## config.mk

```make
export PLATFORM = sky130hd
export DESIGN_NAME = adc_host_ctrl
export DESIGN_NICKNAME = d
export VERILOG_FILES = /design/src/rtl/adc_host_pkg.sv /design/src/rtl/pin_sync.sv /design/src/rtl/half_divider.sv /design/src/rtl/adc_host_ctrl.sv
export VERILOG_INCLUDE_DIRS = /design/src /design/src/rtl
export SDC_FILE = /design/constraint.sdc
export NUM_CORES = 1
export LEC_CHECK = 0
export BUFFER_PORTS_ARGS = -buffer_cell sky130_fd_sc_hd__buf_2
export CORE_AREA = 2 2 140 142
export DETAILED_ROUTE_END_ITERATION = 8
export DIE_AREA = 0 0 142 144
export PLACE_DENSITY_LB_ADDON = 0.25
export SLEW_MARGIN = 20
export SYNTH_ARGS = -nofsm -noshare
export SYNTH_HDL_FRONTEND = slang
export SYNTH_SLANG_ARGS = --single-unit
```

## constraint.sdc

```tcl
create_clock -name i_clk -period 5.28 [get_ports i_clk]
set_input_delay 0 -clock i_clk [delete_from_list [all_inputs] [get_ports i_clk]]
set_output_delay 0 -clock i_clk [all_outputs]
set_load 0.02 [all_outputs]
```

## src/rtl/adc_host_cfg.svh

```systemverilog
`ifndef ADC_HOST_CFG_SVH
`define ADC_HOST_CFG_SVH

// ==========================================================================
// Timing
`define CLK_HZ 40000000
`define BYTE_RATE_MIN 9600
`define BYTE_RATE_MAX 115200
// Half a serial clock period in host cycles; eight bits make one byte.
`define HALF_MIN ((`CLK_HZ + 16 * `BYTE_RATE_MAX - 1) / (16 * `BYTE_RATE_MAX))
`define HALF_MAX (`CLK_HZ / (16 * `BYTE_RATE_MIN))
`define CS_GAP_CYCLES 4
`define CONV_TIMEOUT_US 100
`define CONV_TIMEOUT_CYCLES (`CONV_TIMEOUT_US * (`CLK_HZ / 1000000))

// ==========================================================================
// Register offsets
`define REG_CTRL 4'h0
`define REG_INSTR 4'h1
`define REG_WDATA 4'h2
`define REG_DIRECT 4'h3
`define REG_RATE 4'h4
`define REG_STATUS 4'h5
`define REG_RDATA 4'h6

// ==========================================================================
// Field positions
`define CTRL_GO_REG 0
`define CTRL_GO_DIRECT 1
`define CTRL_BYTE_ORDER 2
`define CTRL_WRITE 3
`define CTRL_WIDE 4
`define STAT_ACTIVE 0
`define STAT_DONE 1
`define STAT_ERROR 2
`define STAT_CFG_DONE 3
`define STAT_BUSY 4
`define STAT_RATE_SET 5

// ==========================================================================
// Commands
`define INSTR_REFOSC 8'h07
`define DATA_REFOSC 8'h3B
`define INSTR_RESET 8'h00
`define DATA_RESET 8'h00

`endif

```

## src/rtl/adc_host_pkg.sv

```systemverilog
package adc_host_pkg;

    typedef enum logic [1:0] {
        ST_IDLE = 2'b00,
        ST_SHIFT = 2'b01,
        ST_GAP = 2'b10,
        ST_CONV = 2'b11
    } phase_t;

    typedef struct packed {
        logic sclk;
        logic cs_n;
        logic sdi;
    } link_out_t;

    typedef struct packed {
        phase_t phase;
        link_out_t link;
        logic [23:0] tx;
        logic [15:0] rx;
        logic [4:0] bits;
        logic is_read;
        logic is_direct;
        logic refosc_frame;
        logic reset_frame;
        logic [7:0] instr;
        logic [15:0] wdata;
        logic [6:0] direct;
        logic [15:0] half;
        logic byte_order;
        logic wr_mode;
        logic wide;
        logic rate_set;
        logic cfg_done;
        logic done;
        logic error;
        logic busy_seen;
        logic [11:0] timer;
        logic [15:0] result;
        logic [15:0] rdata;
    } host_state_t;

    typedef struct packed {
        logic [2:0] pipe;
        logic level;
    } sync_state_t;

    typedef struct packed {
        logic [15:0] count;
        logic tick;
    } div_state_t;

endpackage : adc_host_pkg

```

## src/rtl/pin_sync.sv

```systemverilog
`timescale 1ns/1ps
`default_nettype none

module pin_sync
    import adc_host_pkg::*;
(
    // Clock and reset
    input wire logic i_clk,
    input wire logic i_reset,
    // Pin and filtered level
    input wire logic i_pin,
    output logic o_level
);

    sync_state_t st_reg;
    sync_state_t st_next;

    // The level only moves once the second and third stages agree.
    always_comb begin
        st_next = st_reg;
        st_next.pipe = {st_reg.pipe[1:0], i_pin};
        if (st_reg.pipe[1] == st_reg.pipe[2]) begin
            st_next.level = st_reg.pipe[2];
        end
    end

    always_ff @(posedge i_clk) begin
        if (i_reset) begin
            st_reg <= '0;
        end else begin
            st_reg <= st_next;
        end
    end

    assign o_level = st_reg.level;

endmodule : pin_sync

`default_nettype wire

```

## src/rtl/half_divider.sv

```systemverilog
`timescale 1ns/1ps
`default_nettype none

module half_divider
    import adc_host_pkg::*;
(
    // Clock and reset
    input wire logic i_clk,
    input wire logic i_reset,
    // Control
    input wire logic i_run,
    input wire logic [15:0] i_half,
    // One-cycle pulse at the end of each half period
    output logic o_tick
);

    div_state_t st_reg;
    div_state_t st_next;

    // Held at zero while stopped so the first half period is always whole.
    always_comb begin
        st_next = st_reg;
        st_next.tick = 1'b0;
        if (!i_run) begin
            st_next.count = 16'h0000;
        end else if (st_reg.count >= i_half - 16'h0001) begin
            st_next.count = 16'h0000;
            st_next.tick = 1'b1;
        end else begin
            st_next.count = st_reg.count + 16'h0001;
        end
    end

    always_ff @(posedge i_clk) begin
        if (i_reset) begin
            st_reg <= '0;
        end else begin
            st_reg <= st_next;
        end
    end

    assign o_tick = st_reg.tick;

endmodule : half_divider

`default_nettype wire

```

## src/rtl/adc_host_ctrl.sv

```systemverilog
// Overview of operation
// A direct conversion byte carries a one in bit 7, gain in bits 6-4, channel in bits 3-0.
// The converter starts converting as soon as the last bit of a direct byte is in.
// A direct byte with bit 7 clear is an error, so the host never sends one.
// Gain codes 0 to 7 select gains of 1, 2, 4, 5, 8, 10, 16 and 20.
// The converter holds its busy line high during a conversion and low otherwise.
// The serial port is live only while the active-low select is low; idle is high.
// The converter samples on the rising serial clock edge, so data changes on the fall.
// The conversion clock pin is an input, held low as an external conversion clock.
// Host data goes out on its own line and converter data returns on a separate line.
// Register access sends an instruction byte, then 8 or 16 data bits in or out.
// Direct conversions need MSB-first byte order and the oscillator enabled first.
// Instruction 0x07 with data 0x3B programs and enables the reference and oscillator.
// Instruction 0x00 with data 0x00 resets the converter.
// The host clocks 9600 to 115200 bytes per second and sets the rate before first use.
// The hardware trigger is pulled low, so only serial commands start conversions.
// Channel codes 0-7 pick differential pairs and 8-15 single-ended inputs.
//
// Design decisions made here: the register addresses and the plain strobed port.
`timescale 1ns/1ps
`default_nettype none
`include "adc_host_cfg.svh"

module adc_host_ctrl
    import adc_host_pkg::*;
#(
    parameter int ADDR_W = 4
) (
    // Clock and reset
    input wire logic i_clk,
    input wire logic i_reset,
    // Software register port
    input wire logic [ADDR_W-1:0] i_addr,
    input wire logic [15:0] i_wdata,
    input wire logic i_write,
    input wire logic i_read,
    output logic [15:0] o_rdata,
    // Converter serial link
    output logic o_sclk,
    output logic o_cs_n,
    output logic o_sdi,
    input wire logic i_sdo,
    input wire logic i_busy
);

    localparam logic [15:0] HALF_LO = 16'(`HALF_MIN);
    localparam logic [15:0] HALF_HI = 16'(`HALF_MAX);
    localparam logic [11:0] GAP_LAST = 12'(`CS_GAP_CYCLES - 1);
    localparam logic [11:0] CONV_LAST = 12'(`CONV_TIMEOUT_CYCLES - 1);

    host_state_t st_reg;
    host_state_t st_next;
    logic sdo_level;
    logic busy_level;
    logic tick;
    logic wr_hit;
    logic [15:0] rate_in;

    // ======================================================================
    // Pin inputs and serial clock divider

    pin_sync u_sdo_sync (
        .i_clk(i_clk),
        .i_reset(i_reset),
        .i_pin(i_sdo),
        .o_level(sdo_level)
    );

    pin_sync u_busy_sync (
        .i_clk(i_clk),
        .i_reset(i_reset),
        .i_pin(i_busy),
        .o_level(busy_level)
    );

    half_divider u_div (
        .i_clk(i_clk),
        .i_reset(i_reset),
        .i_run(st_reg.phase == ST_SHIFT),
        .i_half(st_reg.half),
        .o_tick(tick)
    );

    // ======================================================================
    // Register port and frame sequencer

    always_comb begin
        st_next = st_reg;
        st_next.rdata = 16'h0000;
        wr_hit = i_write && (st_reg.phase == ST_IDLE);
        rate_in = i_wdata;
        // Out-of-range rates are pinned to the nearest legal one.
        if (i_wdata < HALF_LO) begin
            rate_in = HALF_LO;
        end else if (i_wdata > HALF_HI) begin
            rate_in = HALF_HI;
        end

        if (i_read) begin
            case (i_addr)
                `REG_CTRL: begin
                    st_next.rdata[`CTRL_BYTE_ORDER] = st_reg.byte_order;
                    st_next.rdata[`CTRL_WRITE] = st_reg.wr_mode;
                    st_next.rdata[`CTRL_WIDE] = st_reg.wide;
                end
                `REG_INSTR: st_next.rdata = {8'h00, st_reg.instr};
                `REG_WDATA: st_next.rdata = st_reg.wdata;
                `REG_DIRECT: st_next.rdata = {9'h000, st_reg.direct};
                `REG_RATE: st_next.rdata = st_reg.half;
                `REG_STATUS: begin
                    st_next.rdata[`STAT_ACTIVE] = st_reg.phase != ST_IDLE;
                    st_next.rdata[`STAT_DONE] = st_reg.done;
                    st_next.rdata[`STAT_ERROR] = st_reg.error;
                    st_next.rdata[`STAT_CFG_DONE] = st_reg.cfg_done;
                    st_next.rdata[`STAT_BUSY] = busy_level;
                    st_next.rdata[`STAT_RATE_SET] = st_reg.rate_set;
                end
                `REG_RDATA: st_next.rdata = st_reg.result;
                default: st_next.rdata = 16'h0000;
            endcase
        end

        // Flags clear by writing ones; a set later in this process wins.
        if (i_write && i_addr == `REG_STATUS) begin
            if (i_wdata[`STAT_DONE]) begin
                st_next.done = 1'b0;
            end
            if (i_wdata[`STAT_ERROR]) begin
                st_next.error = 1'b0;
            end
        end

        // Setup registers are frozen during a frame so the frame stays coherent.
        if (wr_hit) begin
            case (i_addr)
                `REG_CTRL: begin
                    st_next.byte_order = i_wdata[`CTRL_BYTE_ORDER];
                    st_next.wr_mode = i_wdata[`CTRL_WRITE];
                    st_next.wide = i_wdata[`CTRL_WIDE];
                end
                `REG_INSTR: st_next.instr = i_wdata[7:0];
                `REG_WDATA: st_next.wdata = i_wdata;
                `REG_DIRECT: st_next.direct = i_wdata[6:0];
                `REG_RATE: begin
                    st_next.half = rate_in;
                    st_next.rate_set = 1'b1;
                end
                default: begin
                end
            endcase
        end

        case (st_reg.phase)
            ST_IDLE: begin
                st_next.link.cs_n = 1'b1;
                st_next.link.sclk = 1'b0;
                st_next.timer = 12'h000;
                if (i_write && i_addr == `REG_CTRL && i_wdata[`CTRL_GO_REG]) begin
                    if (!st_reg.rate_set) begin
                        st_next.error = 1'b1;
                    end else begin
                        st_next.phase = ST_SHIFT;
                        st_next.is_direct = 1'b0;
                        st_next.is_read = !i_wdata[`CTRL_WRITE];
                        st_next.bits = i_wdata[`CTRL_WIDE] ? 5'd24 : 5'd16;
                        if (!i_wdata[`CTRL_WRITE]) begin
                            st_next.tx = {st_reg.instr, 16'h0000};
                        end else if (i_wdata[`CTRL_WIDE]) begin
                            st_next.tx = {st_reg.instr, st_reg.wdata};
                        end else begin
                            st_next.tx = {st_reg.instr, st_reg.wdata[7:0], 8'h00};
                        end
                        st_next.refosc_frame = i_wdata[`CTRL_WRITE]
                            && !i_wdata[`CTRL_WIDE]
                            && st_reg.instr == `INSTR_REFOSC
                            && st_reg.wdata[7:0] == `DATA_REFOSC;
                        st_next.reset_frame = i_wdata[`CTRL_WRITE]
                            && !i_wdata[`CTRL_WIDE]
                            && st_reg.instr == `INSTR_RESET
                            && st_reg.wdata[7:0] == `DATA_RESET;
                    end
                end else if (i_write && i_addr == `REG_CTRL && i_wdata[`CTRL_GO_DIRECT]) begin
                    // Refused until rate, byte order and oscillator are all set up.
                    if (!st_reg.rate_set || !st_reg.cfg_done || !st_reg.byte_order) begin
                        st_next.error = 1'b1;
                    end else begin
                        st_next.phase = ST_SHIFT;
                        st_next.is_direct = 1'b1;
                        st_next.is_read = 1'b0;
                        st_next.refosc_frame = 1'b0;
                        st_next.reset_frame = 1'b0;
                        st_next.bits = 5'd8;
                        st_next.tx = {1'b1, st_reg.direct, 16'h0000};
                    end
                end
                if (st_next.phase == ST_SHIFT) begin
                    st_next.link.cs_n = 1'b0;
                    st_next.link.sdi = st_next.tx[23];
                    st_next.rx = 16'h0000;
                end
            end
            ST_SHIFT: begin
                if (tick) begin
                    if (!st_reg.link.sclk) begin
                        st_next.link.sclk = 1'b1;
                    end else begin
                        st_next.link.sclk = 1'b0;
                        if (st_reg.is_read && st_reg.bits <= (st_reg.wide ? 5'd16 : 5'd8)) begin
                            st_next.rx = {st_reg.rx[14:0], sdo_level};
                        end
                        st_next.bits = st_reg.bits - 5'd1;
                        st_next.tx = {st_reg.tx[22:0], 1'b0};
                        st_next.link.sdi = st_reg.tx[22];
                        if (st_reg.bits == 5'd1) begin
                            st_next.link.cs_n = 1'b1;
                            st_next.link.sdi = 1'b0;
                            st_next.timer = 12'h000;
                            // The converter starts on its own after the last bit.
                            st_next.phase = st_reg.is_direct ? ST_CONV : ST_GAP;
                            st_next.busy_seen = 1'b0;
                            if (st_reg.refosc_frame) begin
                                st_next.cfg_done = 1'b1;
                            end
                            if (st_reg.reset_frame) begin
                                st_next.cfg_done = 1'b0;
                            end
                        end
                    end
                end
            end
            ST_GAP: begin
                st_next.timer = st_reg.timer + 12'h001;
                if (st_reg.timer == GAP_LAST) begin
                    st_next.phase = ST_IDLE;
                    st_next.done = 1'b1;
                    if (st_reg.is_read) begin
                        st_next.result = st_reg.rx;
                    end
                end
            end
            ST_CONV: begin
                // A lost busy edge would hang the sequencer, hence the time-out.
                st_next.timer = st_reg.timer + 12'h001;
                if (busy_level) begin
                    st_next.busy_seen = 1'b1;
                end
                if (st_reg.busy_seen && !busy_level) begin
                    st_next.phase = ST_IDLE;
                    st_next.done = 1'b1;
                end else if (st_reg.timer == CONV_LAST) begin
                    st_next.phase = ST_IDLE;
                    st_next.error = 1'b1;
                end
            end
            default: begin
                st_next.phase = ST_IDLE;
            end
        endcase
    end

    always_ff @(posedge i_clk) begin
        if (i_reset) begin
            st_reg <= '0;
            st_reg.link.cs_n <= 1'b1;
            st_reg.half <= HALF_HI;
        end else begin
            st_reg <= st_next;
        end
    end

    assign o_rdata = st_reg.rdata;
    assign o_sclk = st_reg.link.sclk;
    assign o_cs_n = st_reg.link.cs_n;
    assign o_sdi = st_reg.link.sdi;

    // ======================================================================
    // Checks

    logic [4:0] rise_cnt;
    logic [4:0] frame_len;

    always_ff @(posedge i_clk) begin
        if (i_reset) begin
            rise_cnt <= 5'd0;
            frame_len <= 5'd0;
        end else if (st_reg.phase == ST_IDLE && st_next.phase == ST_SHIFT) begin
            rise_cnt <= 5'd0;
            frame_len <= st_next.bits;
        end else if (!st_reg.link.sclk && st_next.link.sclk) begin
            rise_cnt <= rise_cnt + 5'd1;
        end
    end
endmodule : adc_host_ctrl

`default_nettype wire

```

==> summary.txt, run 1 <==
Clock network
  • CTS root buffer: clkbuf_16
  • Setup Buffers After CTS: 0
  • Insertion delay to the later sink of the worst-skew pair: 430 ps
  • CTS clk-pin slew, worst paths: 70 ps
  • H-tree levels: 4
  • Clock sinks: 178
  • CTS tree: built
  • CTS buffer count: 17
  • CTS Buffer Depth: 2

Synth
  • Main synth FF type: dfxtp_1
  • Synthesized area: 8402 sq um
  • Sequential share of the synthesized area: 0.4241
  • Mapped Cells: 950
  • Total number of yosys warnings: 0
  • #FFs+latches synth: 178
  • Avg Inst Size Synth: 8.844 sq um
  • Post-synth EDFFs: 0
  • Post-synth cell types: 61
  • Async S/R FF share, synth: 0
  • Syn nets: 1,004

Layout
  • Commonest non-fill, non-tap cell in the layout: dfxtp_1
  • Register area: 3563 sq um
  • Commonest cells after routing, fill and taps aside: 178 x dfxtp_1, 132 x nor2_1, 79 x nand2_1
  • Final Net Count: 1,021
  • Final Instance Area: 9371 sq um
  • Non-filler instance count after layout: 1,215
  • Multi-input logic area: 4428 sq um
  • Final core utilization: 0.4912
  • Ratio of cells with drive above 1 in the final layout: 0.09621
  • # fillers: 1,827
  • Number of flip-flops in the largest register: 134
  • Area Growth Syn to Fin: 11.54%
  • ANT cells: 0

Run
  • Max cap viols: 0

Drt
  • Routed wire per std cell: 17.85 microns
  • Post-route ant nets: 0
  • DR DRC count: 0
  • Detailed Routing Iterations Pass 1: 6
  • Initial DRC Count: 649
  • Total number of vias: 7,037
  • Vias/cell: 5.792
  • Routed wire length: 21,690 microns

Power and ir drop
  • Sw frac: 0.2772
  • Worst IR Drop VDD: 0.0002381 V
  • PwrDens: 329.7 nW/um^2
  • Int Pwr: 2.233 mW
  • Sequential share of power: 0.468
  • Total Power: 3.090 mW
  • Comb pwr share: 0.147
  • Switch Pwr: 856.6 uW
  • Clock power frac: 0.385
  • Leakage: 3.417 nW

Floorplanning
  • FP Rows: 51
  • Die width: 142 microns
  • IO Count: 45
  • Initial Utilization: 0.4404
  • Core ar.: 19,080 sq um
  • Total die area: 20,450 sq um
  • Die Span Y: 144 microns

STA
  • Final Hold Vio Count: 0
  • Worst Clk Skew: 14.54 ps
  • Max-slew violation count: 0
  • Fin crit period: 3391 ps
  • Crit share post-route: 0.6423
  • RSZ-0062 raised after global routing: no
  • Worst Tran Pin Value: 1032 ps
  • Final TNS setup: 0 ps
  • # setup viols final: 0
  • Relative slew margins: 0.3119
  • Highest clock rate: 294.9 MHz

GRT
  • Total track usage: 0.2164
  • Antenna violations before repair: 0
  • Grt ovf: 0
  • Largest net degree at the start of global routing: 58
  • First-pass GRT wire length: 34,780 microns
  • Vias in the first global route: 6,489

Worst setup path
  • Required @ worst endpoint: 5630 ps
  • Crit Path Class: reg -> reg
  • Startpoint Class: flip-flop
  • Crit path DAT: 3740 ps
  • CP max FO: 16
  • Endpoint class of the critical path: flip-flop

Placement
  • Placer Congestion: 0.8377
  • DP Wirelength: 14,880 microns
  • Placed cell count: 1,170
  • Placed instance area: 8657 sq um
  • Port buffer count: 44

Outcome
  • Status: completed

Min path
  • Min-Delay Path Class: in -> reg
## metal layers
metal  track usage  share of wire
met5             0              0
met3       0.03377          0.052
met1        0.3150           0.49
met2        0.3313           0.45
met4       0.06263          0.014
## worst paths after layout
| kind | from | slack (ps) | cells after the start | end |
|---|---|---|---|---|
| setup / recovery | st_reg[52] | 1890 | 11 | u_div.st_reg[2] |
| hold / removal | i_reset | 40 | 2 | st_reg[96] |
| setup reg to reg | st_reg[52] | 1890 | 11 | u_div.st_reg[2] |
| hold reg to reg | u_sdo_sync.st_next[2] | 440 | 1 | u_sdo_sync.st_next[3] |
## Yosys cell counts (4+ instances only)
cell type | instances | share of area
nor4_1 | 10 | 0.0074
nor2b_1 | 12 | 0.0089
a22o_1 | 12 | 0.013
and3_1 | 16 | 0.012
a21oi_1 | 48 | 0.029
buf_2 | 9 | 0.0054
nand2_1 | 79 | 0.035
nor2_1 | 132 | 0.059
o21a_1 | 5 | 0.0045
xnor2_1 | 22 | 0.023
nor3_1 | 38 | 0.023
xor2_1 | 14 | 0.015
dfxtp_1 | 178 | 0.42
mux2i_1 | 75 | 0.089
or4_1 | 6 | 0.0054
clkbuf_1 | 44 | 0.020
nand3_1 | 17 | 0.010
a22oi_1 | 17 | 0.015
or3_1 | 8 | 0.0060
ha_1 | 28 | 0.042
nand2b_1 | 6 | 0.0045
o21ai_0 | 18 | 0.011
and2_1 | 4 | 0.0030
nand4_1 | 12 | 0.0089
o211ai_1 | 5 | 0.0045
a221oi_1 | 16 | 0.017
buf_4 | 17 | 0.015
a211oi_1 | 12 | 0.011
a31oi_1 | 9 | 0.0067
inv_1 | 17 | 0.0076
a222oi_1 | 12 | 0.014
## through the flow
step	hold WS, ps	setup slack (ps)
after floorplan	128.2	2178
after global placement	206.7	1739
after detailed placement	218.3	1615
after CTS	33.82	1622
after global routing	48.77	1452
final	41.57	1889
## critical path, cell delays in order, from the launching register on
cell       delay [ps]
dfxtp_1           340
or4_1             550
or3_1             380
nand2b_1          220
nor3_1            240
xnor2_1           160
ha_1              280
a21oi_1           120
o21ai_0           150
nor2b_1           210
o2111ai_2         420
a21boi_0          280
## kinds of logic after synthesis
logic type,synth area share
xor gates and xnor gates,0.03753
muxes,0.08935
AOI/OAI and AO/OA,0.1489
DFF,0.4241
buffers and inverters,0.05093
adders and majority gates,0.04170
and+or+nand+nor,0.2074
## what timing repair did
item / 4_1_cts / 5_1_grt
hold endpoints to repair: 29 / 0
resized for setup: 0 / 0
hold buffers: 16 / 0
## power groups by stage
| stage | Sequential [mW] | Combinational [mW] | Clock (mW) |
|---|---|---|---|
| floorplan | 1.47 | 0.326 | 0 |
| global placement | 1.47 | 0.438 | 0 |
| detailed placement | 1.48 | 0.442 | 0 |
| CTS | 1.45 | 0.453 | 1.21 |
| global route | 1.45 | 0.502 | 1.26 |
| finish | 1.45 | 0.455 | 1.19 |
## final cells by class
class,instances,area share
multi-input cells,680,0.4725
clock buffers,21,0.04913
well taps,238,0.03178
clock inverters,8,0.008678
repair buffers,72,0.05047
inverters,18,0.007210
flip-flops and latches,178,0.3802
No activity file was read; power rests on OpenSTA's default activity.
==> inputs of run 2 (changes only) <==
clock period = 3.05 ns   (was 5.28 ns; I/O delays follow)
==> run 2 against run 1 <==
Clock power increased by 85%. Fmax rose by 13%. Flip-flop and latch count unchanged.
==> summary.txt, run 2 (synthesis gave the netlist of run 1 again) <==
Clock network
  • CTS tree: built
  • CTS Buffer Depth: 2 (unchanged)
  • Clock sinks: 178 (unchanged)
  • CTS clk-pin slew, worst paths: 70 ps (about the same)
  • CTS buffer count: 17 (unchanged)
  • Insertion delay to the later sink of the worst-skew pair: 430 ps (about the same)
  • CTS root buffer: clkbuf_16
  • H-tree levels: 4 (unchanged)

Layout
  • Number of flip-flops in the largest register: 134 (unchanged)
  • Commonest non-fill, non-tap cell in the layout: dfxtp_1
  • Final Net Count: 1,043 (+2.2%)
  • Area Growth Syn to Fin: 15.55%
  • ANT cells: 0 (unchanged)
  • Ratio of cells with drive above 1 in the final layout: 0.1427 (+0.04650)
  • # fillers: 1,805 (-1.2%)
  • Commonest cells after routing, fill and taps aside: 176 x dfxtp_1, 132 x nor2_1, 79 x nand2_1
  • Multi-input logic area: 4537 sq um (+2.5%)
  • Register area: 3566 sq um (about the same)

GRT
  • Vias in the first global route: 6,462 (-0.42%)
  • Antenna violations before repair: 0 (unchanged)
  • First-pass GRT wire length: 35,120 microns (+0.97%)
  • Met3 usage: 0.03742 (+0.003642)
  • Global routing's busiest layer: met2
  • Largest net degree at the start of global routing: 60 (+3.4%)
  • Total track usage: 0.2188 (+0.002450)
  • GRT met1 Usage: 0.3152 (about the same)
  • Grt met2 use: 0.3331 (+0.001780)
  • Grt ovf: 0 (unchanged)

Power and ir drop
  • Switch Pwr: 1.569 mW (+83%)
  • Comb pwr share: 0.150 (+0.003)
  • Worst IR Drop VDD: 0.0003496 V (+47%)
  • PwrDens: 569.6 nW/um^2 (+73%)
  • Int Pwr: 3.961 mW (+77%)
  • Sw frac: 0.2838 (+0.006582)
  • Clock power frac: 0.398 (+0.013)
  • Leakage: 3.577 nW (+4.7%)
  • Sequential share of power: 0.453 (-0.015)
  • Total Power: 5.530 mW (+79%)

STA
  • RSZ-0062 raised after global routing: yes
  • Worst Clk Skew: 7.863 ps (-6.672 ps)
  • Relative slew margins: 0.4184 (+0.1065)
  • Final TNS setup: 0 ps (unchanged)
  • Max-slew violation count: 0 (unchanged)
  • Crit share post-route: 0.9840 (+0.3417)
  • Final Hold Vio Count: 0 (unchanged)
  • Highest clock rate: 333.2 MHz (+13%)
  • # setup viols final: 0 (unchanged)
  • Worst Tran Pin Value: 869.2 ps (-162.9 ps)
  • Fin crit period: 3001 ps (-390.0 ps)

Floorplanning
  • Initial Utilization: 0.4404 (unchanged)
  • Die width: 142 microns (unchanged)
  • Core ar.: 19,080 sq um (unchanged)
  • IO Count: 45 (unchanged)
  • Total die area: 20,450 sq um (unchanged)
  • Die Span Y: 144 microns (unchanged)
  • FP Rows: 51 (unchanged)

Placement
  • DP Wirelength: 15,200 microns (+2.2%)
  • Port buffer count: 44 (unchanged)
  • Placer Congestion: 0.8677 (+3.6%)

Drt
  • Detailed Routing Iterations Pass 1: 7 (+1)
  • Initial DRC Count: 679 (+4.6%)
  • Total number of vias: 7,058 (+0.30%)
  • Post-route ant nets: 0 (unchanged)
  • Vias/cell: 5.692 (-1.7%)
  • DR DRC count: 0 (unchanged)
  • Routed wire per std cell: 17.61 microns (-1.4%)
  • Routed wire length: 21,840 microns (+0.67%)

Run
  • Max cap viols: 0 (unchanged)

Worst setup path
  • Worst Path Buf+Inv: 1 (+1)
  • Crit path DAT: 3360 ps (-380 ps)
  • Endpoint class of the critical path: flip-flop
  • Crit-path leading delay family: simple AND/OR/NAND/NOR gates
  • Required @ worst endpoint: 3410 ps (-2220 ps)
  • Crit Path Class: reg -> reg
  • Startpoint Class: flip-flop
  • CP max FO: 8 (-8)
  • Crit path max-delay cell type: or4_4
  • Crit path cell chain: or4_4 > or3_4 > nand2b_4 > nor3_2 > xnor2_1 > ha_1 > a21oi_1 > o21ai_2 > nor2b_2 > o2111ai_2 > buf_6 > a21oi_1
  • Critical path's most frequent cell: a21oi_1
  • CP max stage delay: 510 ps (-40 ps)

Outcome
  • Status: completed

Min path
  • Min-Delay Path Class: in -> reg
run 2: final cells by class:
cell class | count | share of cell area
tap | 238 | 0.03067
multi-input combinational | 680 | 0.4673
sequential | 178 | 0.3673
clock buffer | 18 | 0.04421
clock inverter | 14 | 0.01611
inverter | 18 | 0.006960
timing repair buffer | 94 | 0.06741
run 2: per-layer routing:
metal	part of all wire	vias up
li1	-	3506
met1	0.50	3344
met2	0.44	187
met3	0.049	21
met4	0.016	0
met5	0	-
run 2: worst paths after layout:
kind | start | to | slack (ps) | cells past startpoint
setup / recovery | st_reg[53] | u_div.st_reg[4] | 50 | 12
hold / removal | i_wdata[3] | st_reg[78] | 40 | 3
setup reg to reg | st_reg[53] | u_div.st_reg[4] | 50 | 12
hold reg to reg | u_busy_sync.st_next[2] | u_busy_sync.st_next[3] | 440 | 1
run 2: repair_timing:
item                                    in CTS  in global routing
endpoints found under the hold margin       37                  0
buffers inserted                             3                  1
cloned                                       1                  0
endpoints found under the setup margin      16                 17
gates resized for setup                      7                 29
pin swaps                                    0                 19
hold buffers                                18                  0
run 2: worst register-to-register path, cell delays in order, from the launching register on:
cell	delay, ps
dfxtp_2	330
or4_4	510
or3_4	410
nand2b_4	180
nor3_2	130
xnor2_1	130
ha_1	260
a21oi_1	180
o21ai_2	110
nor2b_2	160
o2111ai_2	170
buf_6	230
a21oi_1	130
run 2: power groups by stage:
stage,clock [mW],sequential (mW),combinational (mW)
after floorplan,0,2.55,0.565
after CTS,2.24,2.50,0.809
final,2.20,2.50,0.827
after global placement,0,2.55,0.784
after detailed placement,0,2.55,0.788
after global routing,2.34,2.52,0.917
run 2: per-stage QoR:
stage | hold WS, ps | cell area (sq um) | instances | util | setup slack [ps]
6_report | 37.47 | 9708 | 1240 | 0.5088 | 48.90
5_1_grt | 36.14 | 9708 | 1240 | 0.5088 | -104.7
4_1_cts | 9.901 | 9598 | 1240 | 0.5030 | 22.85
3_5_place_dp | 219.6 | 8782 | 1186 | 0.4603 | -55.33
3_3_place_gp | 206.8 | 8782 | 1186 | 0.4603 | -26.45
2_1_floorplan | 128.2 | 8408 | 950 | - | 10.62
==> inputs of run 3 (changes only) <==
MAX_ROUTING_LAYER = met4   (was unset)
PLACE_DENSITY = 0.75   (was unset)
PLACE_DENSITY_LB_ADDON = unset   (was 0.25)
REMOVE_ABC_BUFFERS = 1   (was unset)
==> run 3 against run 2 <==
Register-to-register slack hardly changed. Final cell count stayed put. Critical path depth stayed put. Worst hold slack better by 9.3 ps. Clock skew hardly changed. First-iteration DRC count is 5.2% higher. Critical path type unchanged.
==> summary.txt, run 3 (synthesis gave the netlist of run 1 again) <==
Power and ir drop
  • PwrDens: 578.5 nW/um^2 (+1.6%)
  • Clock power frac: 0.407 (+0.009)
  • Sw frac: 0.2795 (-0.004307)
  • Int Pwr: 4.073 mW (+2.8%)
  • Comb pwr share: 0.150 (about the same)
  • Total Power: 5.653 mW (+2.2%)
  • Leakage: 3.593 nW (+0.44%)
  • Sequential share of power: 0.443 (-0.010)
  • Worst IR Drop VDD: 0.0004227 V (+21%)
  • Switch Pwr: 1.580 mW (+0.67%)

Drt
  • Post-route ant nets: 0 (unchanged)
  • Total number of vias: 7,255 (+2.8%)
  • Vias/cell: 5.851 (+2.8%)
  • Initial DRC Count: 714 (+5.2%)
  • Routed wire length: 21,880 microns (+0.18%)
  • Routed wire per std cell: 17.64 microns (+0.18%)
  • DR DRC count: 0 (unchanged)
  • Detailed Routing Iterations Pass 1: 8 (+1)

Clock network
  • CTS buffer count: 17 (unchanged)
  • CTS root buffer: clkbuf_16
  • CTS clk-pin slew, worst paths: 70 ps (about the same)
  • CTS tree: built
  • H-tree levels: 4 (unchanged)
  • Clock sinks: 178 (unchanged)
  • CTS Buffer Depth: 2 (unchanged)
  • Insertion delay to the later sink of the worst-skew pair: 440 ps (about the same)

Floorplanning
  • FP Rows: 51 (unchanged)
  • Core ar.: 19,080 sq um (unchanged)
  • Die Span Y: 144 microns (unchanged)
  • Total die area: 20,450 sq um (unchanged)
  • Initial Utilization: 0.4404 (unchanged)
  • Die width: 142 microns (unchanged)
  • IO Count: 45 (unchanged)

GRT
  • Largest net degree at the start of global routing: 85 (+42%)
  • Total track usage: 0.2205 (+0.001726)
  • Vias in the first global route: 6,761 (+4.6%)
  • First-pass GRT wire length: 34,670 microns (-1.3%)
  • Antenna violations before repair: 0 (unchanged)
  • Grt ovf: 0 (unchanged)

STA
  • Worst Clk Skew: 7.639 ps (-0.2239 ps)
  • Relative slew margins: 0.4053 (-0.01304)
  • Crit share post-route: 0.9880 (+0.004011)
  • Fin crit period: 3013 ps (+12.23 ps)
  • Highest clock rate: 331.9 MHz (-0.41%)
  • Worst setup margin: 36.67 ps (-12.23 ps)
  • Worst Tran Pin Value: 892.0 ps (+22.78 ps)
  • # setup viols final: 0 (unchanged)
  • RSZ-0062 raised after global routing: yes
  • Final Hold Vio Count: 0 (unchanged)
  • Max-slew violation count: 0 (unchanged)

Placement
  • DP Wirelength: 14,600 microns (-4.0%)
  • Port buffer count: 44 (unchanged)
  • Placer Congestion: 0.9206 (+6.1%)
  • Placed instance area: 8762 sq um (-0.23%)
  • Placed cell count: 1,184 (-0.17%)
  • Placement Setup Slack: -150.2 ps (-94.91 ps)

Outcome
  • Status: completed

Layout
  • Commonest cells after routing, fill and taps aside: 176 x dfxtp_1, 132 x nor2_1, 79 x nand2_1
  • Commonest non-fill, non-tap cell in the layout: dfxtp_1
  • Final Net Count: 1,043 (unchanged)
  • Ratio of cells with drive above 1 in the final layout: 0.1427 (unchanged)
  • ANT cells: 0 (unchanged)
  • Final Instance Area: 9771 sq um (+0.64%)
  • Non-filler instance count after layout: 1,240 (unchanged)
  • Number of flip-flops in the largest register: 134 (unchanged)
  • Area Growth Syn to Fin: 16.29%

Worst setup path
  • Endpoint class of the critical path: flip-flop
  • Crit Path Class: reg -> reg
  • Required @ worst endpoint: 3420 ps (about the same)
  • Startpoint Class: flip-flop
  • CP max FO: 7 (-1)
  • Crit path DAT: 3380 ps (+20 ps)

Min path
  • Min-Delay Path Class: in -> reg

Run
  • Max cap viols: 0 (unchanged)
-- run 3: changes by cell type in the layout (fill, tap and decap cells not counted), sizes merged --
cell and change:
clkinv -4, buf -1, bufinv +1, clkbuf +1, clkinvlp +1, dlygate4sd3 +1, inv +1
-- run 3: layout make-up --
type,count,area (sq um)
clock inverters,13,173.9
multi-input cells,680,4553
well taps,238,297.8
repair buffers,94,669.4
fillers,1682,9309
inverters,18,67.56
flip-flops and latches,178,3566
clock buffers,19,442.9
-- run 3: power groups by stage --
| stage | Clock (mW) | Combinational (mW) | Sequential [mW] |
|---|---|---|---|
| floorplan | 0 | 0.496 | 2.55 |
| global placement | 0 | 0.769 | 2.55 |
| detailed placement | 0 | 0.785 | 2.56 |
| CTS | 2.33 | 0.815 | 2.50 |
| global route | 2.42 | 0.924 | 2.52 |
| finish | 2.30 | 0.846 | 2.51 |
-- run 3: worst paths after layout --
check / endpoint / slack (ps) / startpoint / depth (start not counted)
setup / recovery: u_div.st_reg[12] / 40 / st_reg[53] / 12
hold / removal: st_reg[46] / 50 / i_write / 4
setup reg to reg: u_div.st_reg[12] / 40 / st_reg[53] / 12
hold reg to reg: u_sdo_sync.st_next[3] / 440 / u_sdo_sync.st_next[2] / 1
-- run 3: critical path, cell delays in order (launching register included) --
cell and delay (ps):
dfxtp_2 340, or4_4 510, or3_4 360, nand2b_4 190
nor3_4 170, xnor2_1 140, ha_1 290, a21oi_2 160
o21ai_2 90, nor2b_2 170, o2111ai_4 180, buf_6 230
a21oi_2 120
-- run 3: metal layers --
layer	global-route usage	wire length (microns)	vias up
met5	-	0	-
met4	0.09053	758	0
met1	0.2746	9601	3462
met3	0.05099	1324	55
met2	0.3471	10190	254
li1	-	-	3484
-- run 3: repair_timing --
item / CTS / global route
setup buffers: 3 / 1
gates cloned: 1 / 0
setup endpoints to repair: 16 / 17
pin swaps: 6 / 10
resized for setup: 14 / 26
endpoints found under the hold margin: 61 / 0
hold buffers: 19 / 0
-- run 3: per-stage QoR --
| stage | setup TNS, ps | util | hold slack [ps] |
|---|---|---|---|
| after global routing | -1140 | 0.5121 | 44.69 |
| after detailed placement | -1746 | 0.4592 | 221.0 |
| after global placement | -696.9 | 0.4592 | 217.8 |
| final | 0 | 0.5121 | 46.79 |
| after CTS | 0 | 0.5060 | 18.53 |
| after floorplan | -2656 | - | 69.07 |
